==> src/cgc_defs.svh <==
`ifndef CGC_DEFS_SVH
`define CGC_DEFS_SVH

// Register addresses in the special-function space
`define CGC_ADDR_GIT      8'h9b
`define CGC_ADDR_TEC      8'h9c
`define CGC_ADDR_REC      8'h9d
`define CGC_ADDR_TCON     8'ha1
`define CGC_ADDR_TTCL     8'ha4
`define CGC_ADDR_TTCH     8'ha5
`define CGC_ADDR_GSTA     8'haa
`define CGC_ADDR_GCON     8'hab
`define CGC_ADDR_TIML     8'hac
`define CGC_ADDR_TIMH     8'had
`define CGC_ADDR_GIE      8'hc1

// General control bit positions
`define CGC_GCON_ABORT_REQUEST     7
`define CGC_GCON_OVERLOAD_REQUEST     6
`define CGC_GCON_TTC      5
`define CGC_GCON_SYNC     4
`define CGC_GCON_LISTEN   3
`define CGC_GCON_TEST     2
`define CGC_GCON_ENA      1
`define CGC_GCON_SRST     0

// General interrupt flag bit positions
`define CGC_GIT_ANY       7
`define CGC_GIT_TIMER_OVERRUN_FLAG    5
`define CGC_GIT_BUFFER_OVERRUN_FLAG    4
`define CGC_GIT_GENERAL_STUFF_ERROR      3
`define CGC_GIT_GENERAL_CRC_ERROR      2
`define CGC_GIT_GENERAL_FORM_ERROR      1
`define CGC_GIT_GENERAL_ACK_ERROR      0

// Interrupt enable bit positions
`define CGC_GIE_BUFFER_FULL_INTERRUPT_ENABLE     2
`define CGC_GIE_GENERAL_ERROR_INTERRUPT_ENABLE     1

// Reset values
`define CGC_RST_GCON      8'h00
`define CGC_RST_GIE       8'hc0
`define CGC_RST_GIT       8'h00
`define CGC_RST_CNT       8'h00
`define CGC_RST_TCON      8'h00
`define CGC_RST_TIMER     16'h0000

// Timing and thresholds
`define CGC_START_PERIODS 2
`define CGC_START_LAST    1'h1
`define CGC_PASSIVE_LIM   8'h80
`define CGC_CNT_MAX       8'hff
`define CGC_TIMER_MAX     16'hffff

`endif

==> src/cgc_pkg.sv <==
package cgc_pkg;

  // Controller activity modes
  typedef enum logic [1:0] {CGC_OFF, CGC_START, CGC_RUN, CGC_STOP} cgc_mode_type;

  // Register port request from the core
  typedef struct packed {
    logic [7:0] addr;
    logic       wr;
    logic       rd;
    logic [7:0] wdata;
  } cgc_sfr_type;

  // Events from the protocol engine, one-cycle pulses or levels
  typedef struct packed {
    logic sof;
    logic eof_last;
    logic overload_start;
    logic overload_active;
    logic tx_frame;
    logic frame_pending;
    logic rx_frame;
    logic buffer_full;
    logic stuff_err;
    logic crc_err;
    logic form_err;
    logic ack_err;
  } cgc_event_type;

  // Error counter steps from the protocol engine
  typedef struct packed {
    logic tec_up8;
    logic tec_down;
    logic rec_up1;
    logic rec_up8;
    logic rec_down;
  } cgc_count_type;

  // Controls toward the protocol engine
  typedef struct packed {
    logic run;
    logic clk_en;
    logic overload_req;
    logic abort_req;
    logic tt_mode;
    logic listen_only;
    logic passive;
    logic bus_off;
  } cgc_core_type;

  // Whole state of the block
  typedef struct packed {
    cgc_mode_type mode;
    logic         start_cnt;
    logic         soft_rst;
    logic [7:0]   gcon;
    logic [7:0]   gie;
    logic [5:0]   flags;
    logic [7:0]   tec;
    logic [7:0]   rec;
    logic [7:0]   tcon;
    logic [7:0]   presc;
    logic [15:0]  timer;
    logic [15:0]  capture;
    logic         overload_sending;
    logic         transmitter_busy;
    logic         receiver_busy;
    logic [1:0]   rx_sync;
    logic         rx_out;
    logic         tx_pin;
    logic         irq;
    logic [7:0]   rdata;
    cgc_core_type core;
  } cgc_state_type;

endpackage

==> src/cgc_top.sv <==
`timescale 1ns/1ps
`include "cgc_defs.svh"

// Operation
// - Overload request sends overload frame after next reception; cleared when it starts.
// - Time-triggered bit turns time-triggered features on or off.
// - In time-triggered mode capture point selects end-of-frame or start-of-frame capture.
// - Setting enable starts the controller and its clock.
// - Clearing enable lets current traffic finish, then freezes the controller.
// - Standby drives recessive, disables receiver and stops controller clock.
// - Registers stay readable and writable while disabled.
// - Controller starts running two clock periods after enabling.
// - Software reset acts like hardware reset, clears itself, leaves controller disabled.
// - Overload-sending status is high while our overload frame is sent.
// - Transmitter busy covers frames, acknowledge and pending interframe spacing.
// - Enabled-state status shows the mode in force, not the requested one.
// - Buffer-overrun flag sets when receive buffer fills; software clears it.
// - CRC mismatch on received message sets general CRC error flag.
// - Violated CRC delimiter, acknowledge delimiter or end of frame sets form error.
// - Transmit error count is read-only, resets to zero.
// - Receive error count is read-only, resets to zero.
// - Timer rollover from all ones to zero sets the timer-overrun flag.
// - Error-passive node sends passive error frames and waits between transmissions.
// - Buffer-full interrupt needs only the buffer-full enable; no global enable bit is used.
// - Bus-off node does not influence the bus.
module cgc_top (
  input  wire logic                   clk,
  input  wire logic                   reset,
  input  wire cgc_pkg::cgc_sfr_type   sfr,
  output logic [7:0]                  sfr_rdata,
  input  wire cgc_pkg::cgc_event_type ev,
  input  wire cgc_pkg::cgc_count_type cnt,
  input  wire logic                   core_tx,
  input  wire logic                   rx_pin,
  output logic                        tx_pin,
  output logic                        core_rx,
  output cgc_pkg::cgc_core_type       core,
  output logic [15:0]                 tt_capture,
  output logic                        general_irq
);

  localparam cgc_pkg::cgc_state_type RESET_STATE = '{
    mode: cgc_pkg::CGC_OFF, start_cnt: 1'h0, soft_rst: 1'h0,
    gcon: `CGC_RST_GCON, gie: `CGC_RST_GIE, flags: 6'h00,
    tec: `CGC_RST_CNT, rec: `CGC_RST_CNT, tcon: `CGC_RST_TCON, presc: 8'h00,
    timer: `CGC_RST_TIMER, capture: `CGC_RST_TIMER,
    overload_sending: 1'h0, transmitter_busy: 1'h0, receiver_busy: 1'h0, rx_sync: 2'h3, rx_out: 1'h1,
    tx_pin: 1'h1, irq: 1'h0, rdata: 8'h00, core: '0};

  cgc_pkg::cgc_state_type st;
  cgc_pkg::cgc_state_type next_st;
  logic                   wr_gcon;
  logic                   tick;
  logic                   running;
  logic                   busy;

  // Decoded strobes and shared terms
  assign wr_gcon = sfr.wr && (sfr.addr == `CGC_ADDR_GCON);
  assign running = (st.mode == cgc_pkg::CGC_RUN) || (st.mode == cgc_pkg::CGC_STOP);
  assign tick    = running && (st.presc == st.tcon);
  assign busy    = st.transmitter_busy || st.receiver_busy;

  // Next-state logic
  always_comb
  begin
    next_st = st;
    // Register writes, accepted whatever the mode
    if (sfr.wr)
    begin
      unique case (sfr.addr)
        `CGC_ADDR_GCON:
        begin
          next_st.gcon = sfr.wdata;
          next_st.gcon[`CGC_GCON_SRST] = 1'h0;
          next_st.soft_rst = sfr.wdata[`CGC_GCON_SRST];
        end
        `CGC_ADDR_GIE:  next_st.gie = sfr.wdata;
        `CGC_ADDR_TCON: next_st.tcon = sfr.wdata;
        `CGC_ADDR_GIT:  next_st.flags = st.flags & ~sfr.wdata[5:0];
        default:        next_st.gcon = st.gcon;
      endcase
    end
    // Overload request ends when our overload frame begins, unless rewritten
    if (ev.overload_start && !wr_gcon)
    begin
      next_st.gcon[`CGC_GCON_OVERLOAD_REQUEST] = 1'h0;
    end
    // Enable sequence: two periods to start, stop waits for the bus to go idle
    unique case (st.mode)
      cgc_pkg::CGC_OFF:
      begin
        if (st.gcon[`CGC_GCON_ENA])
        begin
          next_st.mode = cgc_pkg::CGC_START;
          next_st.start_cnt = 1'h0;
        end
      end
      cgc_pkg::CGC_START:
      begin
        next_st.start_cnt = 1'h1;
        if (!st.gcon[`CGC_GCON_ENA])
          next_st.mode = cgc_pkg::CGC_OFF;
        else if (st.start_cnt == `CGC_START_LAST)
          next_st.mode = cgc_pkg::CGC_RUN;
      end
      cgc_pkg::CGC_RUN:
      begin
        if (!st.gcon[`CGC_GCON_ENA])
          next_st.mode = cgc_pkg::CGC_STOP;
      end
      cgc_pkg::CGC_STOP:
      begin
        if (st.gcon[`CGC_GCON_ENA])
          next_st.mode = cgc_pkg::CGC_RUN;
        else if (!busy && !ev.tx_frame && !ev.rx_frame)
          next_st.mode = cgc_pkg::CGC_OFF;
      end
    endcase
    // Activity status mirrored from the protocol engine
    next_st.overload_sending = ev.overload_active;
    next_st.transmitter_busy = ev.tx_frame || (ev.frame_pending && running);
    next_st.receiver_busy = ev.rx_frame;
    // Sticky flags; an event wins over a clear in the same cycle
    if (ev.buffer_full)
      next_st.flags[`CGC_GIT_BUFFER_OVERRUN_FLAG] = 1'h1;
    if (ev.crc_err)
      next_st.flags[`CGC_GIT_GENERAL_CRC_ERROR] = 1'h1;
    if (ev.form_err)
      next_st.flags[`CGC_GIT_GENERAL_FORM_ERROR] = 1'h1;
    if (ev.stuff_err)
      next_st.flags[`CGC_GIT_GENERAL_STUFF_ERROR] = 1'h1;
    if (ev.ack_err)
      next_st.flags[`CGC_GIT_GENERAL_ACK_ERROR] = 1'h1;
    // Prescaled timer with rollover flag
    if (running)
    begin
      next_st.presc = tick ? 8'h00 : st.presc + 8'h01;
      if (tick)
      begin
        next_st.timer = st.timer + 16'h0001;
        if (st.timer == `CGC_TIMER_MAX)
          next_st.flags[`CGC_GIT_TIMER_OVERRUN_FLAG] = 1'h1;
      end
    end
    // Time-triggered capture at start of frame or last end-of-frame bit
    if (st.gcon[`CGC_GCON_TTC])
    begin
      if (st.gcon[`CGC_GCON_SYNC] ? ev.eof_last : ev.sof)
        next_st.capture = st.timer;
    end
    // Error counters, frozen while only listening; REC saturates at both ends, TEC holds at zero and at the top holds and sets bus-off
    if (!st.gcon[`CGC_GCON_LISTEN])
    begin
      if (cnt.tec_up8)
      begin
        if (st.tec > `CGC_CNT_MAX - 8'h08)
          next_st.core.bus_off = 1'h1;
        else
          next_st.tec = st.tec + 8'h08;
      end
      else if (cnt.tec_down && st.tec != 8'h00)
        next_st.tec = st.tec - 8'h01;
      if (cnt.rec_up8)
        next_st.rec = (st.rec > `CGC_CNT_MAX - 8'h08) ? `CGC_CNT_MAX : st.rec + 8'h08;
      else if (cnt.rec_up1 && st.rec != `CGC_CNT_MAX)
        next_st.rec = st.rec + 8'h01;
      else if (cnt.rec_down && st.rec != 8'h00)
        next_st.rec = st.rec - 8'h01;
    end
    // Controls toward the protocol engine
    next_st.core.run = (next_st.mode == cgc_pkg::CGC_RUN) ||
                       (next_st.mode == cgc_pkg::CGC_STOP);
    next_st.core.clk_en = next_st.core.run;
    next_st.core.overload_req = next_st.gcon[`CGC_GCON_OVERLOAD_REQUEST];
    next_st.core.abort_req = next_st.gcon[`CGC_GCON_ABORT_REQUEST];
    next_st.core.tt_mode = next_st.gcon[`CGC_GCON_TTC];
    next_st.core.listen_only = next_st.gcon[`CGC_GCON_LISTEN];
    next_st.core.passive = (next_st.tec >= `CGC_PASSIVE_LIM) ||
                           (next_st.rec >= `CGC_PASSIVE_LIM);
    // Bus pins: recessive unless running, active and allowed to talk
    next_st.rx_sync = {st.rx_sync[0], rx_pin};
    // Gated by the next mode so the pins go quiet in the same cycle as run drops
    next_st.rx_out = next_st.core.run ? st.rx_sync[1] : 1'h1;
    next_st.tx_pin = (next_st.core.run && !next_st.core.bus_off && !next_st.core.listen_only)
                     ? core_tx : 1'h1;
    // Buffer-full needs its own enable; general errors need theirs
    next_st.irq = (st.gie[`CGC_GIE_BUFFER_FULL_INTERRUPT_ENABLE] && st.flags[`CGC_GIT_BUFFER_OVERRUN_FLAG]) ||
                  (st.gie[`CGC_GIE_GENERAL_ERROR_INTERRUPT_ENABLE] && (|st.flags[3:0]));
    // Registered read data; unmapped addresses read zero
    if (sfr.rd)
    begin
      unique case (sfr.addr)
        `CGC_ADDR_GIT:  next_st.rdata = {|st.flags, 1'h0, st.flags};
        `CGC_ADDR_TEC:  next_st.rdata = st.tec;
        `CGC_ADDR_REC:  next_st.rdata = st.rec;
        `CGC_ADDR_TCON: next_st.rdata = st.tcon;
        `CGC_ADDR_TTCL: next_st.rdata = st.capture[7:0];
        `CGC_ADDR_TTCH: next_st.rdata = st.capture[15:8];
        `CGC_ADDR_GSTA: next_st.rdata = {1'h0, st.overload_sending, 1'h0, st.transmitter_busy, st.receiver_busy,
                                         st.core.run, st.core.bus_off, st.core.passive};
        `CGC_ADDR_GCON: next_st.rdata = st.gcon;
        `CGC_ADDR_TIML: next_st.rdata = st.timer[7:0];
        `CGC_ADDR_TIMH: next_st.rdata = st.timer[15:8];
        `CGC_ADDR_GIE:  next_st.rdata = st.gie;
        default:        next_st.rdata = 8'h00;
      endcase
    end
  end

  // State register; software reset joins the hardware reset
  always_ff @(posedge clk)
  begin
    if (reset || st.soft_rst)
      st <= RESET_STATE;
    else
      st <= next_st;
  end

  // Outputs straight from the state register
  assign sfr_rdata   = st.rdata;
  assign tx_pin      = st.tx_pin;
  assign core_rx     = st.rx_out;
  assign core        = st.core;
  assign tt_capture  = st.capture;
  assign general_irq = st.irq;
endmodule

==> config.mk <==
export PLATFORM = sky130hd
export DESIGN_NAME = cgc_top
export DESIGN_NICKNAME = d
export VERILOG_FILES = /design/src/cgc_pkg.sv /design/src/cgc_top.sv
export VERILOG_INCLUDE_DIRS = /design/src /design/src/src
export SDC_FILE = /design/constraint.sdc
export NUM_CORES = 1
export LEC_CHECK = 0
export ABC_AREA = 1
export BUFFER_PORTS_ARGS = -buffer_cell sky130_fd_sc_hd__buf_2
export CAP_MARGIN = 5
export CORE_AREA = 2 2 116 118
export DETAILED_ROUTE_END_ITERATION = 16
export DIE_AREA = 0 0 118 120
export GPL_TIMING_DRIVEN = 0
export PLACE_DENSITY = 0.69
export RECOVER_POWER = 25
export SLEW_MARGIN = 20
export SYNTH_ARGS = -nofsm -noshare
export SYNTH_HDL_FRONTEND = slang
export SYNTH_SLANG_ARGS = --single-unit
export TNS_END_PERCENT = 20
==> constraint.sdc <==
create_clock -name clk -period 1.8 [get_ports clk]
set_input_delay 0.54 -clock clk [delete_from_list [all_inputs] [get_ports clk]]
set_output_delay 0.54 -clock clk [all_outputs]
set_load 0.02 [all_outputs]
==> load_flow_metrics.sql, run 1 <==
INSERT INTO impl_metrics (metric_group, metric, value, unit) VALUES
('logic_synthesis', 'netlist_instances', '965', ''),
('logic_synthesis', 'dominant_cells_by_area_after_synthesis', 'sky130_fd_sc_hd__dfxtp_1 34%, sky130_fd_sc_hd__nand2_1 14%, sky130_fd_sc_hd__a21oi_1 6.9%, sky130_fd_sc_hd__nand3_1 6.6%, sky130_fd_sc_hd__nor2_1 6.6%', ''),
('route', 'drt_iter0_markers', '558', ''),
('worst_setup_path', 'timing_worst_setup_path_type', 'flop to flop', ''),
('route', 'viasPerCell', '5.22', ''),
('global_routing', 'antenna_found_initial', '0', ''),
('clock_network', 'clock_sinks', '108', ''),
('clock_network', 'clock_tree_from_tritoncts', 'yes', ''),
('min_path', 'hold_path_startpoint', 'rx_pin', ''),
('timing', 'slack_of_the_critical_path', '0.0701', 'ns'),
('finish', 'n_antenna_cell', '0', ''),
('die', 'die-area', '14200', 'um2'),
('status', 'run_status', 'completed', ''),
('die', 'io-pin-count', '74', ''),
('timing', 'timing.final.crit_period', '1.73', 'ns'),
('global_routing', 'grt_first_pass_wirelength', '29500', 'um'),
('pwr', 'power.internal', '0.00413', 'W'),
('timing', 'timing.slew.headroom', '57.5', '%'),
('route', 'detail_route.drc_violations', '0', ''),
('logic_synthesis', 'netlist.area_leader.share', '34.2', '%'),
('timing', 'final_clock_period_utilization_by_the_worst_path', '96.1', '%'),
('die', 'placement_rows', '42', ''),
('place', 'detailedPlace.worstSlack', '-0.398', 'ns'),
('timing', 'final_hold_viol_count', '0', ''),
('global_routing', 'overall_global_routing_resource_usage', '26.6', '%'),
('place', 'gp_congestion', '0.935', ''),
('place', 'dpl.hpwl', '14100', 'um'),
('pwr', 'seq_power_share', '45.4', '%'),
('clock_network', 'worst_skew_pair.late_latency', '0.35', 'ns'),
('route', 'routed-via-count', '6429', ''),
('worst_setup_path', 'critical_path.startpoint_type', 'flop', ''),
('place', 'placedInstanceArea', '6910', 'um2'),
('logic_synthesis', 'share_of_flip_flops_with_an_asynchronous_set_or_reset', '0', '%'),
('global_routing', 'pin_count_of_the_biggest_net_entering_global_routing', '17', ''),
('route', 'finalWirelength', '18600', 'um'),
('logic_synthesis', 'synth_most_common_cell', 'sky130_fd_sc_hd__nand2_1', ''),
('job', 'drv.max_cap_violation_count', '0', ''),
('pwr', 'power_switching', '0.00143', 'W'),
('logic_synthesis', 'synth_nets', '1015', ''),
('logic_synthesis', 'yosysSeqAreaShare', '34.2', '%'),
('logic_synthesis', 'synth-main-ff-cell', 'sky130_fd_sc_hd__dfxtp_1', ''),
('timing', 'hold-worst-slack', '0.370', 'ns'),
('logic_synthesis', 'synth-edff-count', '0', ''),
('route', 'route.met2.wl', '8350', 'um'),
('timing', 'worst_clock_skew', '0.00733', 'ns'),
('finish', 'layout.nets', '1101', ''),
('clock_network', 'clock-root-buffer', 'sky130_fd_sc_hd__clkbuf_16', ''),
('logic_synthesis', 'synth-seq-cells', '108', ''),
('pwr', 'power.static_leakage', '3.25', 'nW'),
('worst_setup_path', 'critical_path.reg2reg.startpoint', 'st[113]$_SDFF_PP0_', ''),
('die', 'initial_utilization', '48.7', '%'),
('pwr', 'power.clock.fraction', '42.0', '%'),
('die', 'die_w', '118', 'um'),
('logic_synthesis', 'post_synth.cell_area_avg', '6.55', 'um2'),
('global_routing', 'grt_pass1_vias', '5612', ''),
('route', 'antenna_violating_nets_post_route', '0', ''),
('worst_setup_path', 'end_kind', 'flop', ''),
('clock_network', 'htreeDepth', '3', ''),
('route', 'wirelength_met1', '8420', 'um'),
('logic_synthesis', 'synth_top_cell_by_area', 'sky130_fd_sc_hd__dfxtp_1', ''),
('route', 'avgRoutedWirePerCell', '15.1', 'um'),
('pwr', 'power_per_cell_area', '757', 'nW/um2'),
('finish', 'final_instance_area', '7340', 'um2'),
('place', 'port_buffers', '72', ''),
('worst_setup_path', 'path_max_fanout', '10', ''),
('die', 'core_region_area', '13000', 'um2'),
('route', 'highest-signal-layer', 'met4', ''),
('pwr', 'p_sw_share', '25.7', '%'),
('worst_setup_path', 'timing.critical_path.arrival', '1.98', 'ns'),
('global_routing', 'overflow', '0', ''),
('clock_network', 'clock_path_buffers', '2', '');
## layout make-up
| cell class | count | area (um2) |
|---|---|---|
| buffer | 67 | 417 |
| clock buffer | 12 | 256 |
| clock inverter | 4 | 95.1 |
| fill | 1324 | 5640 |
| inverter | 105 | 402 |
| multi-input combinational | 685 | 3400 |
| sequential | 108 | 2170 |
| tap | 176 | 220 |
| timing repair buffer | 75 | 375 |
## per-stage QoR
stage | std cells | utilization, % | power [W] | setup TNS (ns)
final | 1232 | 56.5 | 0.00556 | 0
after global routing | 1232 | 56.5 | 0.00579 | -0.755
after CTS | 1229 | 55.9 | 0.00556 | 0
after detailed placement | 1213 | 53.2 | 0.00325 | -15.22
after global placement | 1213 | 53.2 | 0.00324 | -14.66
after floorplan | 965 | - | 0.00303 | 0
## routing by layer
metal,vias to the layer above,GRT usage (%)
met5,-,0
met4,0,9.34
met3,37,4.09
met2,255,42.7
met1,2879,36.6
li1,3258,-
## flip-flops by register name, summed over array words and instances (netlist names), named ones only
register and cells:
core 3, general_irq 1, core_rx 1, tx_pin 1
st 72, tt_capture 16, sfr_rdata 8, next_st 1
## placed cells by master, fill, tap and decap left out, drive strengths merged
| cell | count |
|---|---|
| o21a | 1 |
| xor2 | 17 |
| bufinv | 3 |
| a21oi | 87 |
| nor3 | 16 |
| dfxtp | 108 |
| buf | 107 |
| a221oi | 1 |
| a31oi | 2 |
| o211a | 1 |
| ha | 11 |
| clkbuf | 47 |
| nand3 | 89 |
| o21ai | 71 |
| nand3b | 2 |
| nor3b | 3 |
| clkinv | 2 |
| nand2 | 237 |
| o311ai | 1 |
| nor2 | 122 |
| or2 | 3 |
| xnor2 | 7 |
| nand4 | 14 |
| inv | 104 |
## critical path, cell delays in order, from the launching register on
cell	delay (ns)
sky130_fd_sc_hd__dfxtp_1	0.31
sky130_fd_sc_hd__buf_4	0.15
sky130_fd_sc_hd__inv_2	0.08
sky130_fd_sc_hd__a21oi_1	0.12
sky130_fd_sc_hd__nand4_1	0.12
sky130_fd_sc_hd__nor3_1	0.24
sky130_fd_sc_hd__nand2_2	0.16
sky130_fd_sc_hd__buf_2	0.24
sky130_fd_sc_hd__a21oi_1	0.16
sky130_fd_sc_hd__nor2_1	0.05
## final timing paths
path	end	slack (ns)	cells past startpoint
setup / recovery	st[56]$_SDFFE_PP0N_	0.07	9
hold reg to reg	st[20]$_SDFF_PP1_	0.42	1
setup reg to reg	st[56]$_SDFFE_PP0N_	0.07	9
hold / removal	next_st[20]$_SDFF_PP1_	0.37	2
## kinds of logic after synthesis
kind of cell,Yosys count,share of synthesized area (%)
AOI/OAI and AO/OA,164,13.4
xor gates and xnor gates,24,3.32
adders and majority gates,11,2.18
buffers and inverters,172,12.7
DFF,108,34.2
and+or+nand+nor,486,34.2
## power by group through the flow
stage / combinational [W] / clock [W] / sequential (W)
floorplan: 0.000487 / 0 / 0.00255
global placement: 0.000667 / 0 / 0.00258
detailed placement: 0.000673 / 0 / 0.00258
CTS: 0.000678 / 0.00236 / 0.00252
global route: 0.000798 / 0.00246 / 0.00253
finish: 0.000699 / 0.00233 / 0.00253
## repair_timing
item,CTS,global route
endpoints found under the setup margin,21,45
setup buffers,0,3
pin swaps,0,4
gates resized for setup,3,26
hold endpoints to repair,0,0
No activity file was read; power rests on OpenSTA's default activity.
==> inputs of run 2 (changes only) <==
--- a/config.mk
+++ b/config.mk
@@ -6,14 +6,12 @@
 export SDC_FILE = /design/constraint.sdc
 export NUM_CORES = 1
 export LEC_CHECK = 0
-export ABC_AREA = 1
-export BUFFER_PORTS_ARGS = -buffer_cell sky130_fd_sc_hd__buf_2
 export CAP_MARGIN = 5
 export CORE_AREA = 2 2 116 118
 export DETAILED_ROUTE_END_ITERATION = 16
 export DIE_AREA = 0 0 118 120
+export DONT_BUFFER_PORTS = 1
 export GPL_TIMING_DRIVEN = 0
-export PLACE_DENSITY = 0.69
 export RECOVER_POWER = 25
 export SLEW_MARGIN = 20
 export SYNTH_ARGS = -nofsm -noshare
==> load_flow_metrics.sql, run 2 <==
INSERT INTO impl_metrics (metric_group, metric, value, unit) VALUES
('status', 'run_status', 'finished, violations left', ''),
('status', 'failed_checks', 'setup timing', ''),
('finish', 'largest_reg_flops', '72', ''),
('timing', 'rsz0062_at_grt', 'yes', ''),
('global_routing', 'grt_pass1_vias', '5588', ''),
('job', 'drv.max_cap_violation_count', '0', ''),
('clock_network', 'worst_skew_pair.late_latency', '0.36', 'ns'),
('worst_setup_path', 'r2r.worst_path.cells', '7', ''),
('die', 'die_w', '118', 'um'),
('clock_network', 'clock_sinks', '108', ''),
('logic_synthesis', 'netlist.area_leader.share', '34.3', '%'),
('die', 'die-area', '14200', 'um2'),
('timing', 'timing.final.crit_period', '2.06', 'ns'),
('place', 'port_buffers', '0', ''),
('timing', 'final_clock_period_utilization_by_the_worst_path', '115', '%'),
('min_path', 'worst_hold_endpoint', 'next_st[20]$_SDFF_PP1_', ''),
('logic_synthesis', 'synth.yosys.warnings', '0', ''),
('pwr', 'power.static_leakage', '2.76', 'nW'),
('worst_setup_path', 'end_kind', 'flop', ''),
('timing', 'slack_of_the_critical_path', '-0.262', 'ns'),
('timing', 'timing.slew.headroom', '53.8', '%'),
('finish', 'most-common-layout-cells', '92 x sky130_fd_sc_hd__dfxtp_1, 78 x sky130_fd_sc_hd__nand2_1, 77 x sky130_fd_sc_hd__nor2_1, 47 x sky130_fd_sc_hd__a21oi_1, 37 x sky130_fd_sc_hd__mux2i_1', ''),
('timing', 'final_hold_viol_count', '0', ''),
('worst_setup_path', 'slowest_stage', 'sky130_fd_sc_hd__or4_1', ''),
('logic_synthesis', 'share_of_flip_flops_with_an_asynchronous_set_or_reset', '0', '%'),
('global_routing', 'antenna_found_initial', '0', ''),
('route', 'finalWirelength', '21800', 'um'),
('pwr', 'power_per_cell_area', '737', 'nW/um2'),
('route', 'detail_route.drc_violations', '0', ''),
('logic_synthesis', 'synth_top_cell_by_area', 'sky130_fd_sc_hd__dfxtp_1', ''),
('global_routing', 'overall_global_routing_resource_usage', '30.2', '%'),
('die', 'io-pin-count', '74', ''),
('route', 'drtPass1Iterations', '5', ''),
('logic_synthesis', 'dominant_cells_by_area_after_synthesis', 'sky130_fd_sc_hd__dfxtp_1 34%, sky130_fd_sc_hd__mux2i_1 5.9%, sky130_fd_sc_hd__nand2_1 4.8%, sky130_fd_sc_hd__nor2_1 4.6%, sky130_fd_sc_hd__a21oi_1 4.4%', ''),
('route', 'routed-via-count', '6111', ''),
('timing', 'worst_clock_skew', '0.0175', 'ns'),
('timing', 'hold-worst-slack', '0.280', 'ns'),
('clock_network', 'tritoncts.num_buffers', '9', ''),
('place', 'gp_congestion', '0.992', ''),
('route', 'avgRoutedWirePerCell', '22.4', 'um'),
('worst_setup_path', 'timing_worst_setup_path_type', 'flop to flop', ''),
('logic_synthesis', 'post_synth.cell_area_avg', '8.21', 'um2'),
('logic_synthesis', 'synth-main-ff-cell', 'sky130_fd_sc_hd__dfxtp_1', ''),
('clock_network', 'htreeDepth', '3', ''),
('clock_network', 'clock_path_buffers', '2', ''),
('timing', 'worstMarginPinSlew', '0.692', 'ns'),
('worst_setup_path', 'cpLargestDelayFamily', 'simple AND/OR/NAND/NOR gates', ''),
('min_path', 'hold_class', 'input port to flop', ''),
('logic_synthesis', 'synth_nets', '817', ''),
('finish', 'n_antenna_cell', '0', ''),
('logic_synthesis', 'synth-edff-count', '0', ''),
('logic_synthesis', 'syn_area', '6300', 'um2'),
('die', 'core_region_area', '13000', 'um2'),
('timing', 'achievable-frequency', '0.485', 'GHz'),
('worst_setup_path', 'worstPathRequired', '2.09', 'ns'),
('min_path', 'worstHoldPathCells', '1', ''),
('worst_setup_path', 'critical_path.n_buffers_inverters', '1', ''),
('worst_setup_path', 'path_max_fanout', '5', ''),
('worst_setup_path', 'critical_path.startpoint_type', 'flop', ''),
('logic_synthesis', 'synth-seq-cells', '108', ''),
('global_routing', 'grt_first_pass_wirelength', '32700', 'um'),
('global_routing', 'pin_count_of_the_biggest_net_entering_global_routing', '19', ''),
('worst_setup_path', 'worst-r2r-setup-slack', '-0.26', 'ns'),
('place', 'dpl.hpwl', '16000', 'um'),
('die', 'vertical_extent_of_the_die', '120', 'um'),
('die', 'placement_rows', '42', ''),
('finish', 'final_util', '55.6', '%'),
('finish', 'layout.filler_cells', '1284', ''),
('clock_network', 'clock-root-buffer', 'sky130_fd_sc_hd__clkbuf_16', ''),
('finish', 'top_register', 'st', ''),
('route', 'antenna_violating_nets_post_route', '0', ''),
('logic_synthesis', 'netlist_top_cells_count', '108 x sky130_fd_sc_hd__dfxtp_1, 80 x sky130_fd_sc_hd__nand2_1, 78 x sky130_fd_sc_hd__nor2_1', ''),
('finish', 'mostFrequentLayoutCell', 'sky130_fd_sc_hd__dfxtp_1', ''),
('clock_network', 'clkSlewWorstSetupHoldPaths', '0.07', 'ns'),
('worst_setup_path', 'timing.critical_path.slowest_cell_delay', '0.57', 'ns'),
('worst_setup_path', 'timing.critical_path.arrival', '2.35', 'ns'),
('clock_network', 'clock_tree_from_tritoncts', 'yes', ''),
('die', 'initial_utilization', '48.5', '%'),
('route', 'drt_iter0_markers', '688', ''),
('worst_setup_path', 'path_cells', 'buf_4 > ha_2 > and3_1 > a21boi_4 > o31ai_4 > or4_1 > a21oi_2', ''),
('finish', 'layout-drive-gt1-share', '20.1', '%'),
('min_path', 'hold_path_startpoint', 'rx_pin', ''),
('timing', 'slew_violations', '0', ''),
('clock_network', 'cts_hold_buf', '0', ''),
('logic_synthesis', 'netlist_instances', '767', ''),
('logic_synthesis', 'synth.lib_cells_used.distinct', '75', ''),
('timing', 'setup_viol_count_final', '15', ''),
('route', 'viasPerCell', '6.27', ''),
('finish', 'area_growth', '14.6', '%'),
('pwr', 'ir_drop', '536', 'uV'),
('logic_synthesis', 'yosysSeqAreaShare', '34.3', '%'),
('finish', 'layout.nets', '843', ''),
('global_routing', 'overflow', '0', ''),
('logic_synthesis', 'synth_most_common_cell', 'sky130_fd_sc_hd__dfxtp_1', '');
==> run 2: through the flow <==
| step | area (um2) | setup slack (ns) | power [W] | setup TNS [ns] | std cells |
|---|---|---|---|---|---|
| 3_5_place_dp | 6560 | -1.00 | 0.00329 | -63.26 | 943 |
| 4_1_cts | 7040 | -0.225 | 0.00529 | -2.69 | 968 |
| 6_report | 7220 | -0.262 | 0.00532 | -1.83 | 974 |
| 2_1_floorplan | 6340 | -0.124 | 0.00309 | -0.391 | 767 |
| 5_1_grt | 7220 | -0.318 | 0.00551 | -4.08 | 974 |
| 3_3_place_gp | 6560 | -0.998 | 0.00328 | -62.03 | 943 |
==> run 2: cell type report <==
cell class	count	area (um2)	area share [%]
buffer	76	434	6.01
clock buffer	11	243	3.36
clock inverter	5	43.8	0.607
inverter	19	73.8	1.02
multi-input combinational	563	3870	53.7
sequential	108	2190	30.4
tap	176	220	3.05
timing repair buffer	16	139	1.92
==> run 2: logic make-up after synthesis <==
group	count (synthesis)	synth area share [%]
AND/OR/NAND/NOR	306	25.7
AO/OA/AOI/OAI	183	19.4
flip-flops	108	34.3
buffers and inverters	96	8.52
multiplexers	44	7.19
XOR/XNOR	19	2.64
adder cells (fa/ha/maj)	11	2.19
==> run 2: repair_timing <==
item	4_1_cts	5_1_grt
endpoints found under the setup margin	99	68
resized for setup	43	66
pin swaps	12	16
setup buffers	10	6
==> run 2: report_power, final <==
group	switching, W	internal (W)	total [W]
logic	0.000467	0.000330	0.000797
registers	0.0000968	0.00245	0.00255
clock network	0.000979	0.000998	0.00198
total	0.00154	0.00378	0.00532
==> run 2: worst reg2reg max path: cells and delay by family, from the launching register on <==
kind / cells / cell delay [ns]
fa+ha+maj: 1 / 0.21
buf+inv: 1 / 0.13
simple gates: 2 / 0.81
compound gates: 3 / 0.52
flops: 1 / 0.34
==> run 2: worst max-delay path by stage <==
stage | startpoint | end | slack [ns] | depth (start not counted)
3_5_place_dp | reset | flop | -1.00 | 6
4_1_cts | flop | flop | -0.23 | 8
2_1_floorplan | flop | st[78]$_SDFF_PP0_ | -0.12 | 8
3_3_place_gp | reset | flop | -1.0 | 6
6_report | flop | flop | -0.26 | 7
5_1_grt | flop | flop | -0.32 | 7
==> run 2: per-layer routing <==
layer | track usage (%) | routed length, um | part of all wire (%) | vias to the layer above
met5 | 0 | 0 | 0 | -
met4 | 9.94 | 385 | 1.8 | 0
met3 | 6.84 | 1880 | 8.6 | 28
met2 | 46.1 | 9620 | 44 | 297
met1 | 42.1 | 9920 | 45 | 2966
li1 | - | - | - | 2820
==> inputs of run 3 (changes only) <==
--- a/config.mk
+++ b/config.mk
@@ -12,6 +12,7 @@
 export DIE_AREA = 0 0 118 120
 export DONT_BUFFER_PORTS = 1
 export GPL_TIMING_DRIVEN = 0
+export MAX_ROUTING_LAYER = met4
 export RECOVER_POWER = 25
 export SLEW_MARGIN = 20
 export SYNTH_ARGS = -nofsm -noshare
==> load_flow_metrics.sql, run 3 (synthesis gave the netlist of run 2 again) <==
INSERT INTO impl_metrics (metric_group, metric, value, unit) VALUES
('status', 'run_status', 'finished, violations left', ''),
('status', 'failed_checks', 'setup timing', ''),
('job', 'drv.max_cap_violation_count', '0', ''),
('die', 'initial_utilization', '48.5', '%'),
('worst_setup_path', 'timing.critical_path.arrival', '2.34', 'ns'),
('die', 'core_region_area', '13000', 'um2'),
('clock_network', 'clock_sinks', '108', ''),
('die', 'io-pin-count', '74', ''),
('die', 'vertical_extent_of_the_die', '120', 'um'),
('clock_network', 'tritoncts.num_buffers', '9', ''),
('clock_network', 'clock_path_buffers', '2', ''),
('worst_setup_path', 'end_kind', 'flop', ''),
('min_path', 'hold_class', 'input port to flop', ''),
('finish', 'layout-drive-gt1-share', '18.7', '%'),
('clock_network', 'clock-root-buffer', 'sky130_fd_sc_hd__clkbuf_16', ''),
('route', 'avgRoutedWirePerCell', '22.5', 'um'),
('route', 'viasPerCell', '6.26', ''),
('global_routing', 'overall_global_routing_resource_usage', '31.8', '%'),
('clock_network', 'worst_skew_pair.late_latency', '0.37', 'ns'),
('route', 'antenna_violating_nets_post_route', '0', ''),
('pwr', 'power.internal', '0.00391', 'W'),
('route', 'drtPass1Iterations', '7', ''),
('finish', 'n_antenna_cell', '0', ''),
('pwr', 'power.clock.fraction', '38.3', '%'),
('place', 'dpl.hpwl', '16000', 'um'),
('finish', 'layout.filler_cells', '1219', ''),
('route', 'finalWirelength', '21900', 'um'),
('die', 'placement_rows', '42', ''),
('timing', 'rsz0062_at_grt', 'yes', ''),
('finish', 'most-common-layout-cells', '97 x sky130_fd_sc_hd__dfxtp_1, 79 x sky130_fd_sc_hd__nand2_1, 78 x sky130_fd_sc_hd__nor2_1, 49 x sky130_fd_sc_hd__a21oi_1, 36 x sky130_fd_sc_hd__mux2i_1', ''),
('die', 'die_w', '118', 'um'),
('finish', 'layout.nets', '840', ''),
('worst_setup_path', 'worstPathRequired', '2.10', 'ns'),
('timing', 'timing.slew.headroom', '55.4', '%'),
('timing', 'setup_viol_count_final', '24', ''),
('route', 'drt_iter0_markers', '724', ''),
('place', 'dp.cells', '943', ''),
('worst_setup_path', 'worst-r2r-setup-slack', '-0.24', 'ns'),
('min_path', 'worst_hold_endpoint', 'next_st[20]$_SDFF_PP1_', ''),
('route', 'dr_wl_met3', '1950', 'um'),
('finish', 'top_register', 'st', ''),
('timing', 'timing.final.crit_period', '2.04', 'ns'),
('place', 'detailedPlace.worstSlack', '-1.04', 'ns'),
('finish', 'instances_no_fill', '971', ''),
('timing', 'final_clock_period_utilization_by_the_worst_path', '113', '%'),
('timing', 'worst_clock_skew', '0.0132', 'ns'),
('pwr', 'ir_drop', '781', 'uV'),
('route', 'wirelength_met1', '9730', 'um'),
('global_routing', 'overflow', '0', ''),
('finish', 'mostFrequentLayoutCell', 'sky130_fd_sc_hd__dfxtp_1', ''),
('global_routing', 'antenna_found_initial', '0', ''),
('min_path', 'hold_path_startpoint', 'rx_pin', ''),
('timing', 'final_hold_viol_count', '0', ''),
('timing', 'worstMarginPinSlew', '0.667', 'ns'),
('worst_setup_path', 'r2r.worst_path.cells', '8', ''),
('pwr', 'power_switching', '0.00157', 'W'),
('clock_network', 'htreeDepth', '3', ''),
('route', 'routed-via-count', '6080', ''),
('clock_network', 'clkSlewWorstSetupHoldPaths', '0.08', 'ns'),
('pwr', 'power.static_leakage', '2.78', 'nW'),
('place', 'gp_congestion', '1.01', ''),
('global_routing', 'grt_first_pass_wirelength', '33200', 'um'),
('worst_setup_path', 'timing_worst_setup_path_type', 'flop to flop', ''),
('worst_setup_path', 'path_max_fanout', '4', ''),
('global_routing', 'pin_count_of_the_biggest_net_entering_global_routing', '20', ''),
('timing', 'hold-worst-slack', '0.270', 'ns'),
('finish', 'final_util', '55.4', '%'),
('clock_network', 'cts_hold_buf', '0', ''),
('worst_setup_path', 'critical_path.startpoint_type', 'flop', ''),
('finish', 'largest_reg_flops', '72', ''),
('pwr', 'seq_power_share', '46.5', '%'),
('place', 'port_buffers', '0', ''),
('route', 'route.met2.wl', '9580', 'um'),
('timing', 'slack_of_the_critical_path', '-0.242', 'ns'),
('pwr', 'p_sw_share', '28.6', '%'),
('global_routing', 'grt_pass1_vias', '5627', ''),
('timing', 'achievable-frequency', '0.490', 'GHz'),
('min_path', 'worstHoldPathCells', '1', ''),
('timing', 'slew_violations', '0', ''),
('pwr', 'p_comb_share', '15.1', '%'),
('clock_network', 'clock_tree_from_tritoncts', 'yes', ''),
('die', 'die-area', '14200', 'um2'),
('pwr', 'power_per_cell_area', '763', 'nW/um2'),
('route', 'highest-signal-layer', 'met4', ''),
('pwr', 'total_power', '0.00548', 'W'),
('finish', 'area_growth', '14.1', '%'),
('route', 'detail_route.drc_violations', '0', '');
[run 3: cell types whose count changed in the layout (fill, tap and decap cells not counted), sizes merged]
cell	delta
bufinv	+1
buf	-3
clkbuf	-2
clkinvlp	+1
[run 3: how the worst max path moves through the flow]
stage,endpoint,slack [ns],cells past startpoint
after floorplan,st[78]$_SDFF_PP0_,-0.12,8
after detailed placement,flop,-1.04,5
after global routing,st[49]$_SDFFE_PP0P_,-0.35,7
after CTS,flop,-0.23,8
final,flop,-0.24,8
after global placement,flop,-1.01,6
[run 3: stage by stage]
step	cell area (um2)	setup TNS [ns]
global route	7190	-6.75
floorplan	6340	-0.391
finish	7190	-2.33
detailed placement	6560	-66.26
CTS	7070	-2.84
global placement	6560	-64.15
[run 3: power groups by stage]
stage	logic [W]	registers [W]	clock network, W
after floorplan	0.000533	0.00255	0
after detailed placement	0.000692	0.00260	0
after CTS	0.000759	0.00255	0.00213
after global placement	0.000686	0.00260	0
after global routing	0.000900	0.00256	0.00223
final	0.000830	0.00255	0.00210
[run 3: layer usage]
metal	up-vias	GRT usage, %
li1	2815	-
met1	2901	43.3
met2	323	47.6
met3	41	7.03
met4	0	9.34
met5	-	-
[run 3: repair_timing]
| item | CTS | global route |
|---|---|---|
| endpoints found under the setup margin | 102 | 73 |
| resized for setup | 50 | 47 |
| setup buffers | 7 | 6 |
| pin swaps | 18 | 12 |
[run 3: final cells by class]
cell class                      instances  area [um2]  share of cell area, %
Tap cell                              176         220                   3.06
Inverter                               19        76.3                   1.06
Multi-Input combinational cell        563        3850                   53.6
Clock inverter                          7        82.6                   1.15
Clock buffer                            9         225                   3.13
Buffer                                 76         452                   6.28
Timing Repair Buffer                   13         101                   1.41
Sequential cell                       108        2180                   30.3
[run 3: worst max-delay path, cell delays in order (launching register included)]
cell and delay [ns]:
sky130_fd_sc_hd__dfxtp_2 0.33, sky130_fd_sc_hd__buf_8 0.12, sky130_fd_sc_hd__clkinv_4 0.04, sky130_fd_sc_hd__ha_4 0.12
sky130_fd_sc_hd__or3b_4 0.41, sky130_fd_sc_hd__nand4bb_4 0.26, sky130_fd_sc_hd__nor4b_4 0.16, sky130_fd_sc_hd__or4_1 0.41
sky130_fd_sc_hd__a21oi_1 0.13
